$ cat src/design/sool_pkg.sv
/*
 * Shared constants for the serial octal output latch.
 * Assumes nothing beyond a SystemVerilog compiler.
 */
package sool_pkg;
    localparam int          CHANNELS      = 8;
    localparam int          CNT_W         = 3;
    localparam int          REJ_W         = 3;
    localparam logic [2:0]  REJECT_LIMIT  = 3'h4;
    localparam logic [7:0]  SHIFT_RESET   = 8'h00;
    localparam logic [2:0]  SYNC_RESET    = 3'h0;
    localparam logic        OUT_OFF       = 1'b0;
    localparam logic        SO_RESET      = 1'b0;
endpackage

$ cat src/design/sool_chan_if.sv
/*
 * Carrier between the serial front end and the channel latches.
 * Assumes one clock shared by both ends.
 */
`timescale 1ns/100ps
`default_nettype none
interface sool_chan_if;
    logic       clk;
    logic       rst_b;
    logic       dis_n;
    logic       load;
    logic [7:0] data;
    logic       allow;
    modport ctrl (output clk, output rst_b, output dis_n, output load, output data,
                  output allow);
    modport chan (input clk, input rst_b, input dis_n, input load, input data,
                  input allow);
endinterface
`default_nettype wire

$ cat src/design/sool_chan.sv
/*
 * One channel: its own latch and the flip-flop that drives the power output.
 * Assumes dis_n is the raw disable pin, used as an asynchronous clear only.
 */
`timescale 1ns/100ps
`default_nettype none
module sool_chan #(
    parameter int IDX = 0            // channel number
) (
    sool_chan_if.chan bus,           // shared control
    output var logic  q              // power output of this channel
);
    import sool_pkg::*;

    typedef struct packed {
        logic held;
        logic drv;
    } sool_chan_type;

    sool_chan_type st;
    sool_chan_type next_st;

    always_comb begin
        next_st = st;
        if (bus.load) begin
            next_st.held = bus.data[IDX];
        end
        next_st.drv = next_st.held & bus.allow;
    end

    // disable pin clears without a clock edge
    always_ff @(posedge bus.clk or negedge bus.dis_n) begin
        if (!bus.dis_n) begin
            st <= '{held: OUT_OFF, drv: OUT_OFF};
        end else if (!bus.rst_b) begin
            st <= '{held: OUT_OFF, drv: OUT_OFF};
        end else begin
            st <= next_st;
        end
    end

    assign q = st.drv;
endmodule // sool_chan
`default_nettype wire

$ cat src/design/sool_top.sv
/*
 * Serial octal output latch: shift-register front end, frame check,
 * eight channel latches, diagnostic pin and transfer-failure guard.
 * Assumes all pins other than CLK/RST_B are asynchronous to CLK and
 * that SCLK is slow enough (several CLK periods per phase) to be sampled.
 */
`timescale 1ns/100ps
`default_nettype none
module sool_top (
    input  wire logic                              CLK,                 // system clock
    input  wire logic                              RST_B,               // sync reset, low
    input  wire logic                              OUTPUT_DISABLE_N,    // disable pin
    input  wire logic                              CS_N,                // chip select
    input  wire logic                              SCLK,                // shift clock
    input  wire logic                              SI,                  // serial data in
    input  wire logic [sool_pkg::CHANNELS-1:0]     OVERTEMP,            // per-channel hot
    input  wire logic                              SUPPLY_LOW,          // driver supply low
    input  wire logic                              INPUT_READY,         // input side stable
    input  wire logic                              XFER_STROBE,         // barrier transfer
    input  wire logic                              XFER_OK,             // transfer valid
    output var  logic [sool_pkg::CHANNELS-1:0]     POWER_OUTPUTS,       // channel drives
    output var  logic                              SO_O,                // data out level
    output var  logic                              SO_OE,               // data out enable
    output var  logic                              OVERTEMP_FLAG_N_O,   // overtemp_flag_n level
    output var  logic                              OVERTEMP_FLAG_N_OE   // overtemp_flag_n pull low
);
    import sool_pkg::*;

    typedef struct packed {
        logic [2:0]          dis_s;
        logic [2:0]          cs_s;
        logic [2:0]          clk_s;
        logic [1:0]          si_s;
        logic [1:0]          rdy_s;
        logic [1:0]          low_s;
        logic [2:0]          xs_s;
        logic [1:0]          xok_s;
        logic [CHANNELS-1:0] hot_s1;
        logic [CHANNELS-1:0] hot_s2;
        logic [7:0]          shift;
        logic [CNT_W-1:0]    cnt;
        logic                got;
        logic                so;
        logic                so_oe;
        logic                overtemp_flag_n_oe;
        logic [REJ_W-1:0]    rej;
        logic                kill;
        logic                load;
        logic [7:0]          data;
    } sool_top_type;

    sool_top_type st;
    sool_top_type next_st;

    logic                dis_act;
    logic                cs_act;
    logic                cs_rise;
    logic                cs_fall;
    logic                sck_rise;
    logic                sck_fall;
    logic                xfer_evt;
    logic                xfer_bad;
    logic                frame_ok;
    logic [CHANNELS-1:0] q;

    sool_chan_if cbus ();

    // [2] and [1] compared for edges, but disable uses [2] alone as a level; [0] feeds only [1]
    assign dis_act  = !st.dis_s[2];
    // select seen low in the same stage that flags its falling edge
    assign cs_act   = !st.cs_s[1];
    assign cs_rise  = !st.cs_s[2] & st.cs_s[1];
    assign cs_fall  = st.cs_s[2] & !st.cs_s[1];

    // shift clock and barrier strobe edges
    assign sck_rise = st.clk_s[1] & !st.clk_s[2];
    assign sck_fall = !st.clk_s[1] & st.clk_s[2];
    assign xfer_evt = st.xs_s[1] & !st.xs_s[2];
    assign xfer_bad = xfer_evt & !st.xok_s[1];

    // word complete only when clock count is a nonzero multiple of 8
    assign frame_ok = cs_rise & st.got & (st.cnt == '0);

    always_comb begin
        next_st = st;
        next_st.dis_s  = {st.dis_s[1:0], OUTPUT_DISABLE_N};
        next_st.cs_s   = {st.cs_s[1:0], CS_N};
        next_st.clk_s  = {st.clk_s[1:0], SCLK};
        next_st.si_s   = {st.si_s[0], SI};
        next_st.rdy_s  = {st.rdy_s[0], INPUT_READY};
        next_st.low_s  = {st.low_s[0], SUPPLY_LOW};
        next_st.xs_s   = {st.xs_s[1:0], XFER_STROBE};
        next_st.xok_s  = {st.xok_s[0], XFER_OK};
        next_st.hot_s1 = OVERTEMP;
        next_st.hot_s2 = st.hot_s1;
        next_st.load   = 1'b0;

        // diagnostic pulls low on any hot channel or low supply
        next_st.overtemp_flag_n_oe = (|st.hot_s2) | st.low_s[1];

        // consecutive rejected barrier transfers
        if (xfer_evt) begin
            if (st.xok_s[1]) begin
                next_st.rej  = '0;
                next_st.kill = 1'b0;
            end else if (st.rej != REJECT_LIMIT) begin
                next_st.rej  = st.rej + 3'h1;
                next_st.kill = (st.rej + 3'h1) == REJECT_LIMIT;
            end
        end

        // select low: count clocks, move the shifter
        if (cs_act) begin
            if (cs_fall) begin
                next_st.cnt = '0;
                next_st.got = 1'b0;
                next_st.so  = st.shift[7];
            end
            if (sck_rise) begin
                next_st.shift = {st.shift[6:0], st.si_s[1]};
                next_st.cnt   = st.cnt + 3'h1;
                next_st.got   = 1'b1;
            end
            if (sck_fall) begin
                next_st.so = st.shift[7];
            end
        end
        // driver enable follows synced select
        next_st.so_oe = !st.cs_s[1];

        // a valid word ends the off state
        if (frame_ok) begin
            next_st.load = 1'b1;
            next_st.data = st.shift;
            // a reject in the same cycle wins over the clear
            if (!xfer_bad) begin
                next_st.kill = 1'b0;
                next_st.rej  = '0;
            end
        end

        // disable aborts any frame and clears the shifter
        if (dis_act) begin
            next_st.shift = SHIFT_RESET;
            next_st.cnt   = '0;
            next_st.got   = 1'b0;
            next_st.load  = 1'b0;
        end
    end

    always_ff @(posedge CLK) begin
        if (!RST_B) begin
            st.dis_s   <= SYNC_RESET;
            st.cs_s    <= 3'h7;
            st.clk_s   <= 3'h7;
            st.si_s    <= 2'h0;
            st.rdy_s   <= 2'h0;
            st.low_s   <= 2'h0;
            st.xs_s    <= SYNC_RESET;
            st.xok_s   <= 2'h0;
            st.hot_s1  <= '0;
            st.hot_s2  <= '0;
            st.shift   <= SHIFT_RESET;
            st.cnt     <= '0;
            st.got     <= 1'b0;
            st.so      <= SO_RESET;
            st.so_oe   <= 1'b0;
            st.overtemp_flag_n_oe <= 1'b0;
            st.rej     <= '0;
            st.kill    <= 1'b0;
            st.load    <= 1'b0;
            st.data    <= SHIFT_RESET;
        end else begin
            st <= next_st;
        end
    end

    assign cbus.clk   = CLK;
    assign cbus.rst_b = RST_B;
    assign cbus.dis_n = OUTPUT_DISABLE_N;
    assign cbus.load  = st.load;
    assign cbus.data  = st.data;
    assign cbus.allow = st.rdy_s[1] & !st.kill;

    for (genvar i = 0; i < CHANNELS; i++) begin : g_chan
        sool_chan #(
            .IDX (i)
        ) u_chan (
            .bus (cbus.chan),
            .q   (q[i])
        );
    end

    assign POWER_OUTPUTS      = q;
    assign SO_O               = st.so;
    assign SO_OE              = st.so_oe;
    assign OVERTEMP_FLAG_N_O  = 1'b0;
    assign OVERTEMP_FLAG_N_OE = st.overtemp_flag_n_oe;
endmodule // sool_top
`default_nettype wire

$ cat config.mk
export PLATFORM = sky130hd
export DESIGN_NAME = sool_top
export DESIGN_NICKNAME = d
export VERILOG_FILES = /design/src/design/sool_pkg.sv /design/src/design/sool_chan_if.sv /design/src/design/sool_chan.sv /design/src/design/sool_top.sv
export SDC_FILE = /design/constraint.sdc
export NUM_CORES = 1
export LEC_CHECK = 0
export ABC_AREA = 1
export BUFFER_PORTS_ARGS = -buffer_cell sky130_fd_sc_hd__buf_4
export CAP_MARGIN = 15
export CORE_ASPECT_RATIO = 1.75
export CORE_MARGIN = 3
export CORE_UTILIZATION = 30
export DETAILED_ROUTE_END_ITERATION = 10
export GPL_TIMING_DRIVEN = 0
export PLACE_DENSITY = 0.45
export REMOVE_ABC_BUFFERS = 1
export SETUP_SLACK_MARGIN = 0.4
export SYNTH_ARGS = -nofsm -noshare
export SYNTH_HDL_FRONTEND = slang
export SYNTH_SLANG_ARGS = --single-unit
$ cat constraint.sdc
create_clock -name CLK -period 2.36 [get_ports CLK]
set_input_delay 0.236 -clock CLK [delete_from_list [all_inputs] [get_ports CLK]]
set_output_delay 0.236 -clock CLK [all_outputs]
set_load 0.005 [all_outputs]
## Word level (Yosys, flattened, before mapping)

Index checks and enable logic that the tools add are counted.

- Bits in registers: 80
- Input bits: 18
- Output and inout port bits: 12
- Logic and storage cells: 98

- $add $sub $neg: 2
- Equal/unequal tests: 2
- Mux-type cells: 24
- Bitwise logic cells: 19
- Reduce and logical (&&, ||, !) cells: 15

Operator list:

| operator | count |
|---|---|
| 2-to-1 mux 4 bit | 5 |
| bitwise AND 1 bit | 17 |
| 2-to-1 mux 2 bit | 8 |
| 2-to-1 mux 13 bit | 1 |
| 2-to-1 mux 1 bit | 9 |
| AND reduction 2 bit | 4 |
| OR reduction 8 bit | 1 |
| logical NOT 1 bit | 7 |
| adder 3 x 1 -> 3 bit, second input constant | 2 |
| 2-to-1 mux 5 bit | 1 |
| nonzero test 2 bit | 2 |
| equality test 3 bit, second input constant | 1 |
| logical NOT 3 bit | 1 |
| != test 3 bit, second input constant | 1 |
| inverter 1 bit | 1 |
| bitwise OR 1 bit | 1 |

## Logic depth before layout (Yosys ltp)

- Depth after elaboration: 7
- Gate-level depth with buffers: 7
- Mapped depth without buffers: 7

## By module

A second synthesis with hierarchy kept.

- Cell total of the unflattened synthesis: 358
- Area total of the unflattened synthesis: 2956.6 µm²

Modules (own cells, without submodules):

| module | instances | cells an instance | area an instance (µm²) | seq. area each (µm²) |
|---|---|---|---|---|
| sool_top | 1 | 270 | 2215.9 | 1281.2 |
| sool_chan | 8 | 11 | 92.6 | 50.0 |

## Least setup slack after synthesis

OpenSTA, ideal clock, no wires.

- Path kind: reg2reg
- Start point: register st[17] (netlist name)
- End point: register cbus.data[3] (netlist name)
- Library setup time: 0.113 ns
- Arrival time: 0.985 ns
- Data required time: 2.247 ns
- Slack: 1.262 ns
- Cell stages (with the launch flop): 7
- Path buffers: 1
- Period minus slack after synthesis: 1.098 ns
- Cells stage by stage: dfxtp_1 > inv_1 > ha_1 > nand4_2 > buf_6 > o21ai_1 > nor2_1

- Word-level cells in the longest chain between the ends: 2

RTL lines:

| what | line | source |
|---|---|---|
| start, declared | sool_top.sv:52 | `sool_top_type st;` |
| start signal, assigned | sool_top.sv:174 | `st <= next_st;` |
| logical NOT 3 bit | sool_top.sv:82 | `assign frame_ok = cs_rise & st.got & (st.cnt == '0);` |
| bitwise AND 1 bit | sool_top.sv:82 |  |

Every way passes these cells.
A chain may end at the register's enable or synchronous reset.

## Final worst setup path

- Start point: register st[17] (netlist name)
- End point: register cbus.data[7] (netlist name)

- Word-level cells in the longest chain between the ends: 2

RTL lines:

| what | line |
|---|---|
| logical NOT 3 bit | sool_top.sv:82 |
| bitwise AND 1 bit | sool_top.sv:82 |

Every way passes these cells.

==> impl_metrics.ini <==
[cts]
cts_root_buf = clkbuf_16
cts_sinks = 80
h-tree-depth = 3
cts_max_path_buffers = 2
hold_buffers = 1
cts_resized = 0
tritoncts = done
clock_latency_ps = 330
cts_setup_buffers = 0
path_clk_slew_ps = 60
numCtsBuffers = 9

[routing]
viasPerCell = 4.05
drtIter0Drc = 87
vias = 1921
drc = 0
ant_nets = 0
wl_um = 4500
post_drt_wl_per_cell_um = 9.50
drt_pre_antenna_iters = 4

[global_route]
grt_overflow_total = 0
grt_pass1_wl_um = 7850
grt_pass1_vias = 1810
grt_max_degree = 41
grtUsageMet3 = 0.0280
antenna_found_initial = 0
gr-usage-met1 = 0.0930
globalRoute.busiestLayer = met2
grt.total_usage = 0.0939
grt_use_met2 = 0.167

[run]
maxCapViolations = 0

[critical_path]
slowest_delay_ps = 360
critPathRequiredTime_ps = 2630
cp.buffers_inverters = 2
crit_type = reg -> reg
crit_top_cell = nor2_1
cp_cell_sequence = inv_1 > ha_1 > nand4_2 > inv_2 > nor2_1 > nor2_1
cpLargestDelayFamily = simple AND/OR/NAND/NOR gates
end_kind = flip-flop
cp-start-kind = flip-flop
critPathMaxFanout = 14
cp_slowest_cell = nand4_2
critPathArrivalTime_ps = 1670

[sta]
max_freq_mhz = 714
finalSetupTns_ps = 0
slew_viol_final = 0
report.final.hold_viol_count = 0
skew_ps = 5.31
finalSetupViolations = 0
setup_ws_ps = 959
whs_ps = 86.8
min_period_ps = 1400
rsz0062_at_grt = no
finalCritPeriodShare = 0.594

[layout]
fin_area_um2 = 3360
multiInputGateArea_um2 = 851
fill_cells = 998
seq_area_um2 = 1680
area_growth_syn_to_layout_pct = 17.4
layout-drive-gt1-share = 0.150
nNetsFinal = 372
antenna_cells = 0

[die]
die_h_um = 135
dieArea_um2 = 10800
io-pin-count = 30
coreArea_um2 = 9210
die_width_um = 79.9
core.rowCount = 46
start_util = 0.311

[power]
seq_power_share = 0.511
switching_share = 0.205
power_density_nw_per_um2 = 811
leakagePower_uw = 0.00161
p_switching_uw = 558
pwr-share-comb = 0.033
p_int_uw = 2170
p_clk_frac = 0.456
irDropWorstVdd_mv = 0.392

[yosys]
synth_top_area_frac = 0.447
synth_top_family_by_area = simple AND/OR/NAND/NOR gates
synth.most_common_cell = nand2_1
synthMuxAreaShare = 0
dominantRegCellSynth = dfxtp_1
synth_top_area_cell = dfxtp_1
ys_ff_latch = 80
syn-cell-area_um2 = 2860
synth_edf_count = 0
synth_area_leaders = dfxtp_1 45%, dfrtp_1 14%, nand2_1 8.5%
ys_seq_area_frac = 0.587
synthAdderAreaFrac = 0.0218
netlist_top_cells_count = 65 x nand2_1, 64 x dfxtp_1, 47 x inv_1
avgSynthCellArea_um2 = 8.71
syn_inst = 329
yosys.area_share.xor_xnor = 0.00306
synthArstFlopShare = 0.200
synthSimpleGateAreaFrac = 0.214
synth-warning-count = 0
yosysUniqueCellTypes = 29
synth-compound-area-share = 0.0568

[placed_design]
place_ws_ps = 885
numPortBuffers = 28
dp_hpwl_um = 3090
postPlaceCellArea_um2 = 3080
globalplace.congestion = 0.731

[worst_hold_path]
hold_class = in -> reg

[status]
outcome = finished, final reports clean
==> worst reg2reg max path, stage by stage (launching register included) <==
cell and delay (ps):
dfxtp_1 310, inv_1 90, ha_1 170, nand4_2 360, inv_2 270, nor2_1 60
nor2_1 90
==> routing by layer <==
metal,wire length (um),vias to the layer above
li1,-,1033
met1,1790,855
met2,2410,25
met3,163,8
met4,140,0
met5,0,-
==> through the flow <==
| stage | total power, uW | cells | utilization |
|---|---|---|---|
| 6_report | 2730 | 474 | 0.365 |
| 5_1_grt | 2850 | 474 | 0.365 |
| 4_1_cts | 2780 | 474 | 0.365 |
| 3_5_place_dp | 1520 | 457 | 0.335 |
| 3_3_place_gp | 1510 | 457 | 0.335 |
| 2_1_floorplan | 1460 | 309 | - |
==> worst paths after layout <==
kind | start | depth (start not counted) | to | slack [ps]
setup / recovery | st[17]$_SDFFE_PN0P_ | 6 | cbus.data[7]$_SDFFE_PN0N_ | 960
hold / removal | SI | 3 | next_st[54]$_SDFF_PN0_ | 90
setup reg to reg | st[17]$_SDFFE_PN0P_ | 6 | cbus.data[7]$_SDFFE_PN0N_ | 960
hold reg to reg | next_st[56]$_SDFF_PN1_ | 1 | next_st[57]$_SDFF_PN1_ | 400
max in group asynchronous | OUTPUT_DISABLE_N | 2 | g_chan[1].u_chan.st[1]$_DFF_PN0_ | 1860
min in group asynchronous | OUTPUT_DISABLE_N | 2 | g_chan[5].u_chan.q$_DFF_PN0_ | 310
==> logic make-up (layout without fill, tap and decap cells) <==
| group | count (synthesis) | count (layout) |
|---|---|---|
| buffers and inverters | 71 | 96 |
| AOI/OAI and AO/OA | 29 | 29 |
| other | 1 | 1 |
| DFF | 80 | 80 |
| adders and majority gates | 5 | 5 |
| xor gates and xnor gates | 1 | 1 |
| and+or+nand+nor | 142 | 142 |
==> sequential cells by signal, indices dropped and copies added (netlist names) <==
name / count
OVERTEMP_FLAG_N_OE: 1
g_chan.u_chan.q: 8
st: 32
cbus.data: 8
cbus.load: 1
SO_O: 1
next_st: 20
SO_OE: 1
g_chan.u_chan.st: 8
==> power by group through the flow <==
stage	Combinational [uW]	Sequential, uW	Clock (uW)
3_3_place_gp	90.8	1420	0
3_5_place_dp	92.2	1420	0
4_1_cts	93.8	1390	1290
2_1_floorplan	41.9	1420	0
6_report	89.7	1390	1240
5_1_grt	105	1400	1350
==> layout by cell type (no fill, tap or decap), types with 5 or more instances in the layout <==
master      n
dfxtp_1    64
a21oi_1    16
buf_4      28
nand3_1     5
inv_1      47
or2_1       5
ha_1        5
dfrtp_1    16
nor3_1      9
nor2_1     44
nand2_1    65
clkbuf_16   9
nor4_1      8
==> final cells by class <==
type / instances / area share
Clock inverter: 2 / 0.00409
Inverter: 51 / 0.0569
Multi-Input combinational cell: 178 / 0.253
Sequential cell: 80 / 0.500
Tap cell: 120 / 0.0447
Timing Repair Buffer: 29 / 0.0655
Clock buffer: 14 / 0.0755
No activity file was read; power rests on OpenSTA's default activity.
